<file path="src/hw/isd_defines.svh">
`ifndef ISD_DEFINES_SVH
`define ISD_DEFINES_SVH

// Register offsets on the byte-addressed register port.
`define ISD_OFS_STATUS 8'h04
`define ISD_OFS_OWN_ADDR 8'h08
`define ISD_OFS_DATA 8'h0C
`define ISD_OFS_ISR 8'h10
`define ISD_OFS_IMR 8'h20
`define ISD_OFS_IER 8'h24
`define ISD_OFS_IDR 8'h28

// Register widths.
`define ISD_STATUS_W 9
`define ISD_IRQ_W 10
`define ISD_DATA_W 8

// Status register bit positions.
`define ISD_ST_MASTER_READ 3
`define ISD_ST_RX_VALID 5
`define ISD_ST_TX_PENDING 6
`define ISD_ST_RX_FULL 7
`define ISD_ST_BUS_ACTIVE 8

// Interrupt status bit positions.
`define ISD_IRQ_COMP 0
`define ISD_IRQ_DATA 1
`define ISD_IRQ_NACK 2
`define ISD_IRQ_RX_OVF 5
`define ISD_IRQ_TX_OVF 6
`define ISD_IRQ_RX_UNF 7

// Reset values, and the byte sent from an empty transmit queue.
`define ISD_IMR_RST 10'h2FF
`define ISD_OWN_ADDR_RST 7'h2A
`define ISD_IDLE_BYTE 8'hFF

`endif

</file>
<file path="src/hw/isd_pkg.sv">
package isd_pkg;

  // Link state, Gray coded along address, acknowledge and byte phases.
  typedef enum logic [2:0] {
    ISD_IDLE = 3'b000,
    ISD_ADDR = 3'b001,
    ISD_AACK = 3'b011,
    ISD_RXB = 3'b010,
    ISD_RACK = 3'b110,
    ISD_TXB = 3'b111,
    ISD_TACK = 3'b101
  } isd_state_t;

endpackage

</file>
<file path="src/hw/isd_core.sv">
`timescale 1ns/1ps
`default_nettype none
`include "isd_defines.svh"
// Contract
// - 9-bit status at 0x04 with master-read flag.
// - tx pending while queued bytes remain unread.
// - early end of slave send sets NACK.
// - 10-bit interrupt status at 0x10, write-one-clear.
// - readable mask at 0x20; set bit disables.
// - DATA bit flags master wanting more service.
// - rx valid while bytes held; data read pops.
// - enable register at 0x24 clears mask bits.
module isd_core
  import isd_pkg::*;
#(
  parameter int DEPTH = 4
) (
  input wire logic i_core_clk,
  input wire logic i_rst_b,
  input wire logic [7:0] i_reg_addr,
  input wire logic [31:0] i_reg_wdata,
  input wire logic i_reg_wr,
  input wire logic i_reg_rd,
  output logic [31:0] o_reg_rdata,
  output logic o_irq,
  input wire logic i_scl,
  input wire logic i_sda,
  output logic o_sda_o,
  output logic o_sda_oe
);

  localparam int AW = (DEPTH > 1) ? $clog2(DEPTH) : 1;
  localparam int CW = AW + 1;

  function automatic logic [AW-1:0] ptr_inc(input logic [AW-1:0] p);
    return (p == AW'(DEPTH - 1)) ? '0 : p + AW'(1);
  endfunction

  function automatic logic [CW-1:0] cnt_step(input logic [CW-1:0] c, input logic up, input logic dn);
    return c + CW'(up) - CW'(dn);
  endfunction

  logic scl_rise;
  logic scl_fall;
  logic sda_s;
  logic start_det;
  logic stop_det;

  isd_pin_sync u_pin_sync (
    .i_core_clk(i_core_clk),
    .i_rst_b(i_rst_b),
    .i_scl(i_scl),
    .i_sda(i_sda),
    .o_scl_rise(scl_rise),
    .o_scl_fall(scl_fall),
    .o_sda(sda_s),
    .o_start(start_det),
    .o_stop(stop_det)
  );

  isd_state_t state_r;
  logic [3:0] bit_cnt_r;
  logic [7:0] shift_r;
  logic sda_oe_r;
  logic addressed_r;
  logic master_read_r;
  logic bus_active_r;
  logic nack_seen_r;
  logic [6:0] own_addr_r;

  logic ev_comp_r;
  logic ev_data_r;
  logic ev_nack_r;
  logic ev_rx_ovf_r;
  logic rx_push_r;
  logic tx_pop_r;

  logic [7:0] tx_mem_r [DEPTH];
  logic [AW-1:0] tx_wp_r;
  logic [AW-1:0] tx_rp_r;
  logic [CW-1:0] tx_cnt_r;
  logic [7:0] rx_mem_r [DEPTH];
  logic [AW-1:0] rx_wp_r;
  logic [AW-1:0] rx_rp_r;
  logic [CW-1:0] rx_cnt_r;

  logic [`ISD_IRQ_W-1:0] isr_r;
  logic [`ISD_IRQ_W-1:0] imr_r;
  logic [`ISD_IRQ_W-1:0] isr_set;
  logic [`ISD_IRQ_W-1:0] isr_clr;
  logic [`ISD_STATUS_W-1:0] status_vec;

  logic wr_data;
  logic rd_data;
  logic tx_full;
  logic tx_empty;
  logic rx_full;
  logic rx_empty;
  logic tx_push;
  logic rx_pop;
  logic ev_tx_ovf;
  logic ev_rx_unf;
  logic [7:0] tx_head;

  assign wr_data = i_reg_wr && (i_reg_addr == `ISD_OFS_DATA);
  assign rd_data = i_reg_rd && (i_reg_addr == `ISD_OFS_DATA);
  assign tx_full = (tx_cnt_r == CW'(DEPTH));
  assign tx_empty = (tx_cnt_r == '0);
  assign rx_full = (rx_cnt_r == CW'(DEPTH));
  assign rx_empty = (rx_cnt_r == '0);
  assign tx_push = wr_data && !tx_full;
  assign rx_pop = rd_data && !rx_empty;
  assign ev_tx_ovf = wr_data && tx_full;
  assign ev_rx_unf = rd_data && rx_empty;
  // An empty queue answers the master with all ones and asks software for data.
  assign tx_head = tx_empty ? `ISD_IDLE_BYTE : tx_mem_r[tx_rp_r];

  // Serial link state machine; the slave never stretches SCL.
  always_ff @(posedge i_core_clk or negedge i_rst_b) begin
    if (!i_rst_b) begin
      state_r <= ISD_IDLE;
      bit_cnt_r <= 4'h0;
      shift_r <= 8'h00;
      sda_oe_r <= 1'b0;
      addressed_r <= 1'b0;
      master_read_r <= 1'b0;
      bus_active_r <= 1'b0;
      nack_seen_r <= 1'b0;
      ev_comp_r <= 1'b0;
      ev_data_r <= 1'b0;
      ev_nack_r <= 1'b0;
      ev_rx_ovf_r <= 1'b0;
      rx_push_r <= 1'b0;
      tx_pop_r <= 1'b0;
    end else begin
      ev_comp_r <= 1'b0;
      ev_data_r <= 1'b0;
      ev_nack_r <= 1'b0;
      ev_rx_ovf_r <= 1'b0;
      rx_push_r <= 1'b0;
      tx_pop_r <= 1'b0;
      if (start_det) begin
        // A repeated start also closes the previous addressed transfer.
        ev_comp_r <= addressed_r;
        state_r <= ISD_ADDR;
        bit_cnt_r <= 4'h0;
        sda_oe_r <= 1'b0;
        addressed_r <= 1'b0;
        master_read_r <= 1'b0;
        bus_active_r <= 1'b1;
      end else if (stop_det) begin
        ev_comp_r <= addressed_r;
        state_r <= ISD_IDLE;
        sda_oe_r <= 1'b0;
        addressed_r <= 1'b0;
        master_read_r <= 1'b0;
        bus_active_r <= 1'b0;
      end else begin
        case (state_r)
          ISD_ADDR: begin
            if (scl_rise) begin
              shift_r <= {shift_r[6:0], sda_s};
              bit_cnt_r <= bit_cnt_r + 4'h1;
            end else if (scl_fall && bit_cnt_r == 4'h8) begin
              bit_cnt_r <= 4'h0;
              if (shift_r[7:1] == own_addr_r) begin
                addressed_r <= 1'b1;
                master_read_r <= shift_r[0];
                sda_oe_r <= 1'b1;
                state_r <= ISD_AACK;
              end else begin
                state_r <= ISD_IDLE;
              end
            end
          end
          ISD_AACK: begin
            if (scl_fall) begin
              if (master_read_r) begin
                shift_r <= tx_head;
                sda_oe_r <= ~tx_head[7];
                tx_pop_r <= !tx_empty;
                ev_data_r <= tx_empty;
                state_r <= ISD_TXB;
              end else begin
                sda_oe_r <= 1'b0;
                state_r <= ISD_RXB;
              end
            end
          end
          ISD_TXB: begin
            if (scl_fall) begin
              if (bit_cnt_r == 4'h7) begin
                bit_cnt_r <= 4'h0;
                sda_oe_r <= 1'b0;
                state_r <= ISD_TACK;
              end else begin
                bit_cnt_r <= bit_cnt_r + 4'h1;
                shift_r <= {shift_r[6:0], 1'b0};
                sda_oe_r <= ~shift_r[6];
              end
            end
          end
          ISD_TACK: begin
            if (scl_rise) begin
              nack_seen_r <= sda_s;
            end else if (scl_fall) begin
              if (nack_seen_r) begin
                ev_nack_r <= !tx_empty;
                state_r <= ISD_IDLE;
              end else begin
                shift_r <= tx_head;
                sda_oe_r <= ~tx_head[7];
                tx_pop_r <= !tx_empty;
                ev_data_r <= tx_empty;
                state_r <= ISD_TXB;
              end
            end
          end
          ISD_RXB: begin
            if (scl_rise) begin
              shift_r <= {shift_r[6:0], sda_s};
              bit_cnt_r <= bit_cnt_r + 4'h1;
            end else if (scl_fall && bit_cnt_r == 4'h8) begin
              bit_cnt_r <= 4'h0;
              if (rx_full) begin
                // No room: leave SDA released so the master sees a not-acknowledge.
                ev_rx_ovf_r <= 1'b1;
                state_r <= ISD_IDLE;
              end else begin
                rx_push_r <= 1'b1;
                ev_data_r <= (rx_cnt_r == CW'(DEPTH - 1));
                sda_oe_r <= 1'b1;
                state_r <= ISD_RACK;
              end
            end
          end
          ISD_RACK: begin
            if (scl_fall) begin
              sda_oe_r <= 1'b0;
              state_r <= ISD_RXB;
            end
          end
          default: begin
            sda_oe_r <= 1'b0;
          end
        endcase
      end
    end
  end

  // Transmit queue: software fills it, the link drains it.
  always_ff @(posedge i_core_clk or negedge i_rst_b) begin
    if (!i_rst_b) begin
      tx_wp_r <= '0;
      tx_rp_r <= '0;
      tx_cnt_r <= '0;
    end else begin
      if (tx_push) begin
        tx_wp_r <= ptr_inc(tx_wp_r);
      end
      if (tx_pop_r) begin
        tx_rp_r <= ptr_inc(tx_rp_r);
      end
      tx_cnt_r <= cnt_step(tx_cnt_r, tx_push, tx_pop_r);
    end
  end

  always_ff @(posedge i_core_clk) begin
    if (tx_push) begin
      tx_mem_r[tx_wp_r] <= i_reg_wdata[7:0];
    end
  end

  // Receive queue: the link fills it, data port reads drain it.
  always_ff @(posedge i_core_clk or negedge i_rst_b) begin
    if (!i_rst_b) begin
      rx_wp_r <= '0;
      rx_rp_r <= '0;
      rx_cnt_r <= '0;
    end else begin
      if (rx_push_r) begin
        rx_wp_r <= ptr_inc(rx_wp_r);
      end
      if (rx_pop) begin
        rx_rp_r <= ptr_inc(rx_rp_r);
      end
      rx_cnt_r <= cnt_step(rx_cnt_r, rx_push_r, rx_pop);
    end
  end

  always_ff @(posedge i_core_clk) begin
    if (rx_push_r) begin
      rx_mem_r[rx_wp_r] <= shift_r;
    end
  end

  // Own slave address, software programmable.
  always_ff @(posedge i_core_clk or negedge i_rst_b) begin
    if (!i_rst_b) begin
      own_addr_r <= `ISD_OWN_ADDR_RST;
    end else if (i_reg_wr && i_reg_addr == `ISD_OFS_OWN_ADDR) begin
      own_addr_r <= i_reg_wdata[6:0];
    end
  end

  always_comb begin
    isr_set = '0;
    isr_set[`ISD_IRQ_COMP] = ev_comp_r;
    isr_set[`ISD_IRQ_DATA] = ev_data_r;
    isr_set[`ISD_IRQ_NACK] = ev_nack_r;
    isr_set[`ISD_IRQ_RX_OVF] = ev_rx_ovf_r;
    isr_set[`ISD_IRQ_TX_OVF] = ev_tx_ovf;
    isr_set[`ISD_IRQ_RX_UNF] = ev_rx_unf;
  end

  assign isr_clr = (i_reg_wr && i_reg_addr == `ISD_OFS_ISR) ? i_reg_wdata[`ISD_IRQ_W-1:0] : '0;

  // A new event in the clearing cycle survives the clear.
  always_ff @(posedge i_core_clk or negedge i_rst_b) begin
    if (!i_rst_b) begin
      isr_r <= '0;
    end else begin
      isr_r <= (isr_r & ~isr_clr) | isr_set;
    end
  end

  always_ff @(posedge i_core_clk or negedge i_rst_b) begin
    if (!i_rst_b) begin
      imr_r <= `ISD_IMR_RST;
    end else if (i_reg_wr && i_reg_addr == `ISD_OFS_IER) begin
      imr_r <= imr_r & ~i_reg_wdata[`ISD_IRQ_W-1:0];
    end else if (i_reg_wr && i_reg_addr == `ISD_OFS_IDR) begin
      imr_r <= imr_r | i_reg_wdata[`ISD_IRQ_W-1:0];
    end
  end

  always_ff @(posedge i_core_clk or negedge i_rst_b) begin
    if (!i_rst_b) begin
      o_irq <= 1'b0;
    end else begin
      o_irq <= |(isr_r & ~imr_r);
    end
  end

  always_comb begin
    status_vec = '0;
    status_vec[`ISD_ST_MASTER_READ] = master_read_r;
    status_vec[`ISD_ST_RX_VALID] = !rx_empty;
    status_vec[`ISD_ST_TX_PENDING] = !tx_empty;
    status_vec[`ISD_ST_RX_FULL] = rx_full;
    status_vec[`ISD_ST_BUS_ACTIVE] = bus_active_r;
  end

  // Read data stands for the one cycle after the read strobe, zero otherwise.
  always_ff @(posedge i_core_clk or negedge i_rst_b) begin
    if (!i_rst_b) begin
      o_reg_rdata <= 32'h0000_0000;
    end else if (!i_reg_rd) begin
      o_reg_rdata <= 32'h0000_0000;
    end else if (i_reg_addr == `ISD_OFS_STATUS) begin
      o_reg_rdata <= {23'h00_0000, status_vec};
    end else if (i_reg_addr == `ISD_OFS_OWN_ADDR) begin
      o_reg_rdata <= {25'h000_0000, own_addr_r};
    end else if (i_reg_addr == `ISD_OFS_DATA) begin
      o_reg_rdata <= {24'h00_0000, rx_empty ? 8'h00 : rx_mem_r[rx_rp_r]};
    end else if (i_reg_addr == `ISD_OFS_ISR) begin
      o_reg_rdata <= {22'h00_0000, isr_r};
    end else if (i_reg_addr == `ISD_OFS_IMR) begin
      o_reg_rdata <= {22'h00_0000, imr_r};
    end else begin
      o_reg_rdata <= 32'h0000_0000;
    end
  end

  assign o_sda_o = 1'b0;
  assign o_sda_oe = sda_oe_r;

endmodule // isd_core
`default_nettype wire

</file>
<file path="src/hw/isd_pin_sync.sv">
`timescale 1ns/1ps
`default_nettype none
module isd_pin_sync (
  input wire logic i_core_clk,
  input wire logic i_rst_b,
  input wire logic i_scl,
  input wire logic i_sda,
  output logic o_scl_rise,
  output logic o_scl_fall,
  output logic o_sda,
  output logic o_start,
  output logic o_stop
);

  logic [1:0] scl_meta_r;
  logic [1:0] sda_meta_r;
  logic scl_last_r;
  logic sda_last_r;

  // Three flops per pin; the first stage feeds only the second, the third holds the last value for edge detection.
  always_ff @(posedge i_core_clk or negedge i_rst_b) begin
    if (!i_rst_b) begin
      scl_meta_r <= 2'b11;
      sda_meta_r <= 2'b11;
      scl_last_r <= 1'b1;
      sda_last_r <= 1'b1;
    end else begin
      scl_meta_r <= {scl_meta_r[0], i_scl};
      sda_meta_r <= {sda_meta_r[0], i_sda};
      scl_last_r <= scl_meta_r[1];
      sda_last_r <= sda_meta_r[1];
    end
  end

  assign o_scl_rise = scl_meta_r[1] & ~scl_last_r;
  assign o_scl_fall = ~scl_meta_r[1] & scl_last_r;
  assign o_sda = sda_meta_r[1];
  // SDA moving while SCL stays high marks start and stop conditions.
  assign o_start = scl_meta_r[1] & scl_last_r & ~sda_meta_r[1] & sda_last_r;
  assign o_stop = scl_meta_r[1] & scl_last_r & sda_meta_r[1] & ~sda_last_r;

endmodule // isd_pin_sync
`default_nettype wire

</file>
<file path="config.mk">
export PLATFORM = sky130hd
export DESIGN_NAME = isd_core
export DESIGN_NICKNAME = d
export VERILOG_FILES = /design/src/hw/isd_pkg.sv /design/src/hw/isd_core.sv /design/src/hw/isd_pin_sync.sv
export VERILOG_INCLUDE_DIRS = /design/src /design/src/hw
export SDC_FILE = /design/constraint.sdc
export NUM_CORES = 1
export LEC_CHECK = 0
export BUFFER_PORTS_ARGS = -buffer_cell sky130_fd_sc_hd__buf_2
export CORE_MARGIN = 2
export CORE_UTILIZATION = 59
export DETAILED_ROUTE_END_ITERATION = 7
export GPL_TIMING_DRIVEN = 0
export HOLD_SLACK_MARGIN = 0.15
export PLACE_DENSITY = 0.91
export SLEW_MARGIN = 20
export SYNTH_ARGS = -nofsm -noshare
export SYNTH_HDL_FRONTEND = slang
export SYNTH_SLANG_ARGS = --single-unit
export TNS_END_PERCENT = 100
</file>
<file path="constraint.sdc">
create_clock -name i_core_clk -period 3 [get_ports i_core_clk]
set_input_delay 0.15 -clock i_core_clk [delete_from_list [all_inputs] [get_ports i_core_clk]]
set_output_delay 0.15 -clock i_core_clk [all_outputs]
set_load 0.05 [all_outputs]
</file>
# Word level (Yosys, flattened, before mapping)
# Memories as Yosys holds them, arrays and structs flattened.
# Index checks and enable logic that the tools add are counted.
classes:
  n_addsub: 9
  n_mul: 0
  n_lt_le_gt_ge: 0
  n_bitwise: 23
  muxes: 119
  eq_ne: 48
  n_shift: 0
  div: 0
  n_reduce_logical: 32
ops:
  columns: ["cell", "count"]
  rows:
  - ["$mux W10", 9]
  - ["$mux W8", 10]
  - ["$mux W1", 68]
  - ["$ne A4 B4 Y1 const B", 13]
  - ["$mux W3", 15]
  - ["$pmux W8 S4", 1]
  - ["$and A10 B10 Y10", 3]
  - ["$not A10 Y10", 3]
  - ["$eq A8 B6 Y1 const B", 3]
  - ["$mux W4", 6]
  - ["$reduce_and A11 Y1", 2]
  - ["$pmux W3 S6", 1]
  - ["$eq A8 B4 Y1 const B", 2]
  - ["$ne A2 B2 Y1 const B", 8]
  - ["$eq A3 B3 Y1 const B", 5]
  - ["$reduce_and A12 Y1", 1]
  - ["$reduce_and A4 Y1", 3]
  - ["$reduce_bool A3 Y1", 4]
  - ["$logic_and A1 B1 Y1", 11]
  - ["$mux W2", 5]
  - ["$or A10 B10 Y10", 1]
  - ["$or A10 B8 Y10", 1]
  - ["$reduce_or A10 Y1", 1]
  - ["$eq A3 B2 Y1 const B", 3]
  - ["other kinds (27)", 52]
word_totals:
  n_memories: 2
  romBits: 0
  wordCells: 262
  reg_bits: 106
  latchBits: 0
  ramBits: 64
mem_list:
  columns: ["name", "depth", "word_bits", "rd", "rd_clocked_by_memory_dff", "write_ports", "line", "source"]
  rows:
  - ["rx_mem_r", 4, 8, 1, 0, 1, "isd_core.sv:82", "logic [7:0] rx_mem_r [DEPTH];"]
  - ["tx_mem_r", 4, 8, 1, 0, 1, "isd_core.sv:78", "logic [7:0] tx_mem_r [DEPTH];"]

# Longest topological paths before layout
# Gate-level depths: netlist of the first run.
logic_depth:
  depth_word: 9
  ltp_mapped: 11
  ltp_nobuf: 11

# Modules after synthesis
# From an unflattened synthesis of the first run, not the netlist that was laid out.
unflattened:
  cells_unflattened: 590
  area_unflattened_um2: 7214.4
modules_own_cells:
  columns: ["mod", "cells_each", "instances", "area_per_inst_um2"]
  rows:
  - ["isd_core", 580, 1, 7024.2]
  - ["isd_pin_sync", 10, 1, 190.2]

# Least setup slack after synthesis of the first run
# OpenSTA, ideal clock, no wires.
synth_path:
  kind: "input-to-reg"
  start: "input port i_reg_addr[7]"
  end: "register tx_cnt_r[2]"
  n_path_buf: 0
  setup_slack_ns: 0.670
  t_arrival_ns: 2.205
  cell_stages: 11
  setup_ns: 0.125
  path_cell_list: "nor4_4 -> nand3_2 -> nor3b_4 -> inv_1 -> ha_1 -> inv_1 -> ha_1 -> inv_1 -> fa_1 -> xnor2_1 -> xnor2_1"
synth_via:
  elab_chain_cells: 5
synth_rtl:
  columns: ["element", "line", "source"]
  rows:
  - ["from (decl)", "isd_core.sv:20", "input wire logic [7:0] i_reg_addr,"]
  - ["$eq A8 B4 Y1 (no source line)", null, null]
  - ["$logic_and A1 B1 Y1", "isd_core.sv:105", "assign wr_data = i_reg_wr && (i_reg_addr == `ISD_OFS_DATA);"]
  - ["$logic_and A1 B1 Y1", "isd_core.sv:111", "assign tx_push = wr_data && !tx_full;"]
  - ["$add A3 B1 Y3", "isd_core.sv:40", "return c + CW'(up) - CW'(dn);"]
  - ["$sub A3 B1 Y3", "isd_core.sv:40", null]
  - ["to (signal assigned)", "isd_core.sv:264", "tx_cnt_r <= cnt_step(tx_cnt_r, tx_push, tx_pop_r);"]
  - ["to (decl)", "isd_core.sv:81", "logic [CW-1:0] tx_cnt_r;"]
# No other way between the ends.
# A chain may end at the register's enable or synchronous reset.

# Worst setup path after layout of the first run
layout_path:
  start: "input port i_reg_addr[0]"
  end: "register tx_cnt_r[2]"
# The elaborated chain is that of the path after synthesis.

==> results of run 1 <==
stage by stage:
step | utilization [%] | power, W | hold slack [ns] | setup slack [ns] | cell area (sq um)
2_1_floorplan | - | 0.00281 | -0.146 | 0.670 | 7180
3_3_place_gp | 63.5 | 0.00297 | 0.257 | 0.129 | 7540
3_5_place_dp | 63.8 | 0.00302 | 0.0880 | 0.0553 | 7570
4_1_cts | 70.6 | 0.00529 | 0.171 | 0.167 | 8380
5_1_grt | 70.8 | 0.00545 | 0.198 | 0.00544 | 8400
6_report | 70.8 | 0.00528 | 0.184 | 0.129 | 8400
power by group:
part / total (W) / internal [W] / switching, W
clock network: 0.00225 / 0.00139 / 0.000858
registers: 0.00247 / 0.00229 / 0.000179
logic: 0.000568 / 0.000231 / 0.000338
Yosys cell counts (5+ instances only):
cell type,n
dfrtp_1,66
edfxtp_1,64
a21oi_1,43
nor2_1,38
nand2_1,36
inv_1,29
buf_4,24
o21ai_0,21
mux2_2,19
dfstp_2,18
ha_1,16
mux4_2,16
nand3_1,14
and2_1,13
nor3_1,13
clkbuf_1,11
nor2b_1,10
a22oi_1,9
xnor2_1,9
buf_2,8
and3_1,7
o22ai_1,6
xor2_1,6
a21o_1,5
nand2b_1,5
worst max-delay path: cells and delay by family:
kind,cells,cell delay (ns)
buffers and inverters,5,0.92
xor gates and xnor gates,2,0.38
adders and majority gates,3,0.83
and+or+nand+nor,3,0.91
cells by family (layout without fill, tap and decap cells):
kind of cell	Yosys count	after routing	synth area share (%)
multiplexers	40	40	8.87
adder cells (fa/ha/maj)	18	18	3.39
AO/OA/AOI/OAI	116	116	10.4
flip-flops	148	148	57.0
buffers and inverters	73	161	5.29
XOR/XNOR	15	15	1.85
other	1	23	0.0528
AND/OR/NAND/NOR	168	168	13.2
layer usage:
metal	part of all wire, %	vias to the layer above
li1	-	2263
met1	38	2509
met2	51	291
met3	7.5	69
met4	4.0	0
met5	0	-
sequential cells by signal, summed over array words and instances (netlist names), 4 cells and up, named ones only:
register	count
isr_r	10
rx_mem_r	32
bit_cnt_r	4
own_addr_r	7
o_reg_rdata	10
shift_r	8
tx_mem_r	32
cell type report:
class                      count  share of cell area, %
multi-input combinational    380                   32.9
tap                          147                   2.19
clock inverter                13                   2.00
sequential                   148                   48.2
clock buffer                  19                   5.53
inverter                      29                   1.30
timing repair buffer          56                   4.77
buffer                        44                   3.17
worst max-delay path by stage:
stage	depth (start not counted)	to
global route	13	tx_cnt_r[2]$_DFF_PN0_
global placement	12	tx_cnt_r[2]$_DFF_PN0_
floorplan	11	tx_cnt_r[2]$_DFF_PN0_
detailed placement	12	tx_cnt_r[2]$_DFF_PN0_
CTS	13	tx_cnt_r[2]$_DFF_PN0_
finish	13	tx_cnt_r[2]$_DFF_PN0_
timing repair:
| item | in CTS | in global routing |
|---|---|---|
| endpoints found under the hold margin | 134 | 0 |
| hold buffers | 18 | 0 |
| setup endpoints to repair | 0 | 1 |
| buffers inserted | 0 | 2 |
==> run summary, run 1 <==
status: finished clean
clk_lat worst skew: 0.43 ns
die height: 114 um
drt first pass iters: 5
Crit path arrival time: 3.21 ns
Clock H-tree levels: 4
Area growth syn-to-layout: 18.4%
RSZ-0062 raised after global routing: no
GRT overflow: 0
Via Count: 5132
register area share after synthesis: 57.0%
flop2flop setup slack: 0.36 ns
share of post-route cells with drive strength above 1: 25.0%
die area: 12900 sq um
min Tclk post-route: 2.87 ns
first-pass GRT wire length: 27700 um
1st-iter DRT viols: 559
final number of max-transition violations: 0
post-synth top area cell: edfxtp_1
GRT Util Overall: 28.6%
most common flop cell mapped by yosys: dfrtp_1
Critical R2R Launch: rx_cnt_r[1]$_DFF_PN0_
Setup crit start: i_reg_addr[0]
Unique masters post-synth: 67
met1 usage: 35.3%
Cell Rows: 40
maximum clock insertion buffer count: 2
Top Usage Layer GRT: met2
pin count of the biggest net entering global routing: 60
Storage cell area: 4050 sq um
die width: 114 um
Reg2Reg Depth: 9
Most common cell on crit path: inv_1
Worst-Margin Slew: 0.940 ns
Leak Pwr: 3.48 nW
Peak Freq: 348 MHz
PwrDens: 629 nW/um^2
Max FO, Critical Path: 6
DR vias/cell: 6.14
ANT cells: 0
GRT met3 Usage: 6.27%
non-filler cells, final: 836
slowest stage cell, crit path: dlygate4sd3_1
synth warn: 0
Post-synth EDFFs: 64
crit-path cells: dlygate4sd3_1 > buf_2 > nor2_1 > nand3_2 > nor3b_4 > inv_1 > ha_1 > inv_1 > ha_1 > inv_1 > fa_1 > xnor2_1 > xnor2_1
Setup violations, final: 0
post-CTS sizing: 0
critical path class: in2reg
vias in the first global route: 5201
share of the synthesized area in the top cell type: 27.1%
#FFs+latches synth: 148
Syn Area/Cell: 12.3 sq um
Mapped Area: 7100 sq um
Core Box Area: 11900 sq um
Peak VDD IR: 0.334 mV
grt met2 use: 48.0%
Final ANT Viol Nets: 0
Max Cap Viol: 0
placed insts: 784
most frequent cells in the layout: 66 x dfrtp_1, 64 x edfxtp_1, 43 x a21oi_1
number of fill cells: 798
Crit. End Element: flop
commonest non-fill, non-tap cell in the layout: dfrtp_1
worst clock skew: 0.00744 ns
Routability Congestion: 0.941
Worst-path clk slew: 0.06 ns
WP data required: 3.34 ns
reg2reg end: rx_cnt_r[2]$_DFF_PN0_
IO Pins: 81
slowest cell delay on critical path: 0.54 ns
Num CTS Buffers: 17
final period utilization: 95.7%
Routed WL: 17200 um
HPWL after DPL: 11700 um
Final Hold Viols: 0
Nets: 740
setup_tns: 0 ns
FFs w/ async S/R, synth: 56.8%
initial antenna violation count: 0
CTS Root Buffer Type: clkbuf_16
CTS tree: done
quantity of I/O buffers inserted on ports: 35
Synth area leaders: edfxtp_1 27%, dfrtp_1 23%, dfstp_2 6.7%
area of the multi-input gates: 2760 sq um
starting density of the core: 59.8%
clk sinks: 148
normalized max-slew margin: 37.2%
DRC violations left: 0
min-delay worst type: in2async
Synth Instances: 579
Critical Path Source Type: input pin
WL per Instance: 20.6 um
(Power assumes the default switching activity.)
==> inputs of run 2 (changes only) <==
==> constraint.sdc (replaced) <==
create_clock -name i_core_clk -period 2.95 [get_ports i_core_clk]
set_input_delay 0.1475 -clock i_core_clk [delete_from_list [all_inputs] [get_ports i_core_clk]]
set_output_delay 0.1475 -clock i_core_clk [all_outputs]
set_load 0.05 [all_outputs]
==> run 2 against run 1 <==
  * Count of clock-buffer cells in the layout is the same
  * Critical path depth is the same
  * Design area is essentially flat
  * Sequential share of layout area is essentially flat
  * First-iteration DRC count shrank 2.1%
  * Setup slack gained 0.070 ns
  * Routed wire length grew 0.22%
  * Flip-flop and latch count is the same
  * Global-route usage is the same
  * Critical endpoint unchanged
  * Largest cell class unchanged
  * Highest routed layer unchanged
==> run summary, run 2 (synthesized netlist as in run 1, its figures left out) <==
status: finished clean (unchanged)
WP data required: 3.29 ns (was 3.34 ns)
1st-iter DRT viols: 547 (was 559)
CTS Root Buffer Type: clkbuf_16 (unchanged)
ANT cells: 0 (unchanged)
GRT overflow: 0 (unchanged)
placed insts: 784 (unchanged)
Peak Freq: 364 MHz
first-pass GRT wire length: 27700 um (unchanged)
Worst-path clk slew: 0.06 ns (about the same)
post-layout util: 70.8% (about the same)
pin count of the biggest net entering global routing: 60 (unchanged)
HPWL after DPL: 11700 um (unchanged)
Crit path arrival time: 3.09 ns (was 3.21 ns)
die width: 114 um (unchanged)
final number of max-transition violations: 0 (unchanged)
clk sinks: 148 (unchanged)
Area growth syn-to-layout: 18.4% (about the same)
Cell Rows: 40 (unchanged)
die height: 114 um (unchanged)
number of fill cells: 797 (was 798)
Hold WS: 0.182 ns (was 0.184 ns)
top layer in use: met4 (unchanged)
RSZ-0062 raised after global routing: no (unchanged)
WL per Instance: 20.6 um (about the same)
maximum clock insertion buffer count: 2 (unchanged)
min-delay worst type: in2async (unchanged)
setup_tns: 0 ns (unchanged)
Via Count: 5125 (was 5132)
DRC violations left: 0 (unchanged)
vias in the first global route: 5201 (unchanged)
metal1 wirelength: 6640 um (was 6530 um)
IO Pins: 81 (unchanged)
starting density of the core: 59.8% (unchanged)
non-filler cells, final: 836 (unchanged)
most frequent cells in the layout: 66 x dfrtp_1, 64 x edfxtp_1, 43 x a21oi_1 (unchanged)
Routed WL: 17300 um (was 17200 um)
quantity of I/O buffers inserted on ports: 35 (unchanged)
die area: 12900 sq um (unchanged)
clk_lat worst skew: 0.43 ns (about the same)
Clock H-tree levels: 4 (unchanged)
critical path class: in2reg (unchanged)
Worst-Margin Slew: 0.943 ns (was 0.940 ns)
slowest stage cell, crit path: dlygate4sd3_1 (unchanged)
Largest regs: rx_mem_r (32), tx_mem_r (32) (unchanged)
Peak VDD IR: 0.339 mV (was 0.334 mV)
DR vias/cell: 6.13 (was 6.14)
Nets: 740 (unchanged)
Most common cell on crit path: inv_1 (unchanged)
PwrDens: 640 nW/um^2 (was 629 nW/um^2)
min Tclk post-route: 2.75 ns
Storage cell area: 4050 sq um (unchanged)
Setup violations, final: 0 (unchanged)
initial antenna violation count: 0 (unchanged)
Routability Congestion: 0.941 (unchanged)
Critical Path Source Type: input pin (unchanged)
area of the multi-input gates: 2770 sq um (was 2760 sq um)
Max Cap Viol: 0 (unchanged)
Crit. End Element: flop (unchanged)
Final ANT Viol Nets: 0 (unchanged)
Final Hold Viols: 0 (unchanged)
CTS tree: done (unchanged)
final period utilization: 93.3%
commonest non-fill, non-tap cell in the layout: dfrtp_1 (unchanged)
met3 wire length: 1230 um (was 1290 um)
routed length on met2: 8700 um (was 8710 um)
Leak Pwr: 3.48 nW (about the same)
crit-path cells: dlygate4sd3_1 > buf_2 > nor2_2 > nand3_2 > nor3b_4 > inv_1 > ha_1 > inv_1 > ha_1 > inv_1 > fa_1 > xnor2_1 > xnor2_1 (was dlygate4sd3_1 > buf_2 > nor2_1 > nand3_2 > nor3b_4 > inv_1 > ha_1 > inv_1 > ha_1 > inv_1 > fa_1 > xnor2_1 > xnor2_1)
GRT Util Overall: 28.6% (unchanged)
crit path buf inv count: 5 (unchanged)
Num CTS Buffers: 17 (unchanged)
Core Box Area: 11900 sq um (unchanged)
share of post-route cells with drive strength above 1: 25.1% (was 25.0%)
slowest cell delay on critical path: 0.54 ns (about the same)
worst clock skew: 0.00776 ns (was 0.00744 ns)
Crit path max-delay family: buffers and inverters (unchanged)
normalized max-slew margin: 37.0% (was 37.2%)
Max FO, Critical Path: 6 (unchanged)
drt first pass iters: 5 (unchanged)
[run 2: changes by cell type in the layout (fill, tap and decap cells not counted)]
cell and change:
nor2_1 -1, nor2_2 +1
[run 2: cell type report]
| class | count | area share [%] |
|---|---|---|
| flip-flops and latches | 148 | 48.2 |
| plain buffers | 44 | 3.17 |
| inverters | 29 | 1.30 |
| multi-input cells | 380 | 32.9 |
| clock buffers | 19 | 5.52 |
| repair buffers | 56 | 4.76 |
| clock inverters | 13 | 2.00 |
| well taps | 147 | 2.19 |
[run 2: worst reg2reg max path: stages, from the launching register on]
cell and delay, ns:
dfrtp_1 0.41, nor3_1 0.64, nor4b_4 0.20, nand2_4 0.15, inv_1 0.07, ha_1 0.28
inv_1 0.04, ha_1 0.18, fa_1 0.38, xnor2_1 0.14
[run 2: routing by layer]
layer / track usage [%] / vias up
met4: 13.9 / 0
li1: - / 2259
met2: 48.0 / 279
met3: 6.27 / 70
met1: 35.3 / 2517
met5: 0 / -
[run 2: worst paths after layout]
path	startpoint	end	slack, ns	depth (start not counted)
hold / removal	i_rst_b	own_addr_r[4]$_DFFE_PN0P_	0.18	2
hold reg to reg	u_pin_sync.scl_meta_r[0]$_DFF_PN1_	u_pin_sync.scl_meta_r[1]$_DFF_PN1_	0.36	0
setup reg to reg	rx_cnt_r[1]$_DFF_PN0_	rx_cnt_r[2]$_DFF_PN0_	0.35	9
min in group i_core_clk	i_reg_addr[4]	o_reg_rdata[7]$_DFF_PN0_	0.19	4
max in group asynchronous	i_rst_b	u_pin_sync.scl_meta_r[0]$_DFF_PN1_	2.10	3
setup / recovery	i_reg_addr[0]	tx_cnt_r[2]$_DFF_PN0_	0.20	13
[run 2: stage by stage]
stage	cell area (sq um)	setup WS, ns	power, W
6_report	8400	0.199	0.00538
5_1_grt	8400	0.0945	0.00554
4_1_cts	8380	0.119	0.00538
3_5_place_dp	7570	0.00779	0.00307
3_3_place_gp	7540	0.0819	0.00302
2_1_floorplan	7180	0.623	0.00285
[run 2: repair_timing]
action	in CTS	in global routing
resized for setup	0	1
buffers inserted	0	2
hold buffers	18	0
endpoints found under the setup margin	0	1
hold endpoints to repair	135	0
[run 2: where the power goes]
part / internal, W / switching [W] / total, W
sequential: 0.00233 / 0.000183 / 0.00251
combinational: 0.000235 / 0.000345 / 0.000580
clock: 0.00141 / 0.000873 / 0.00229
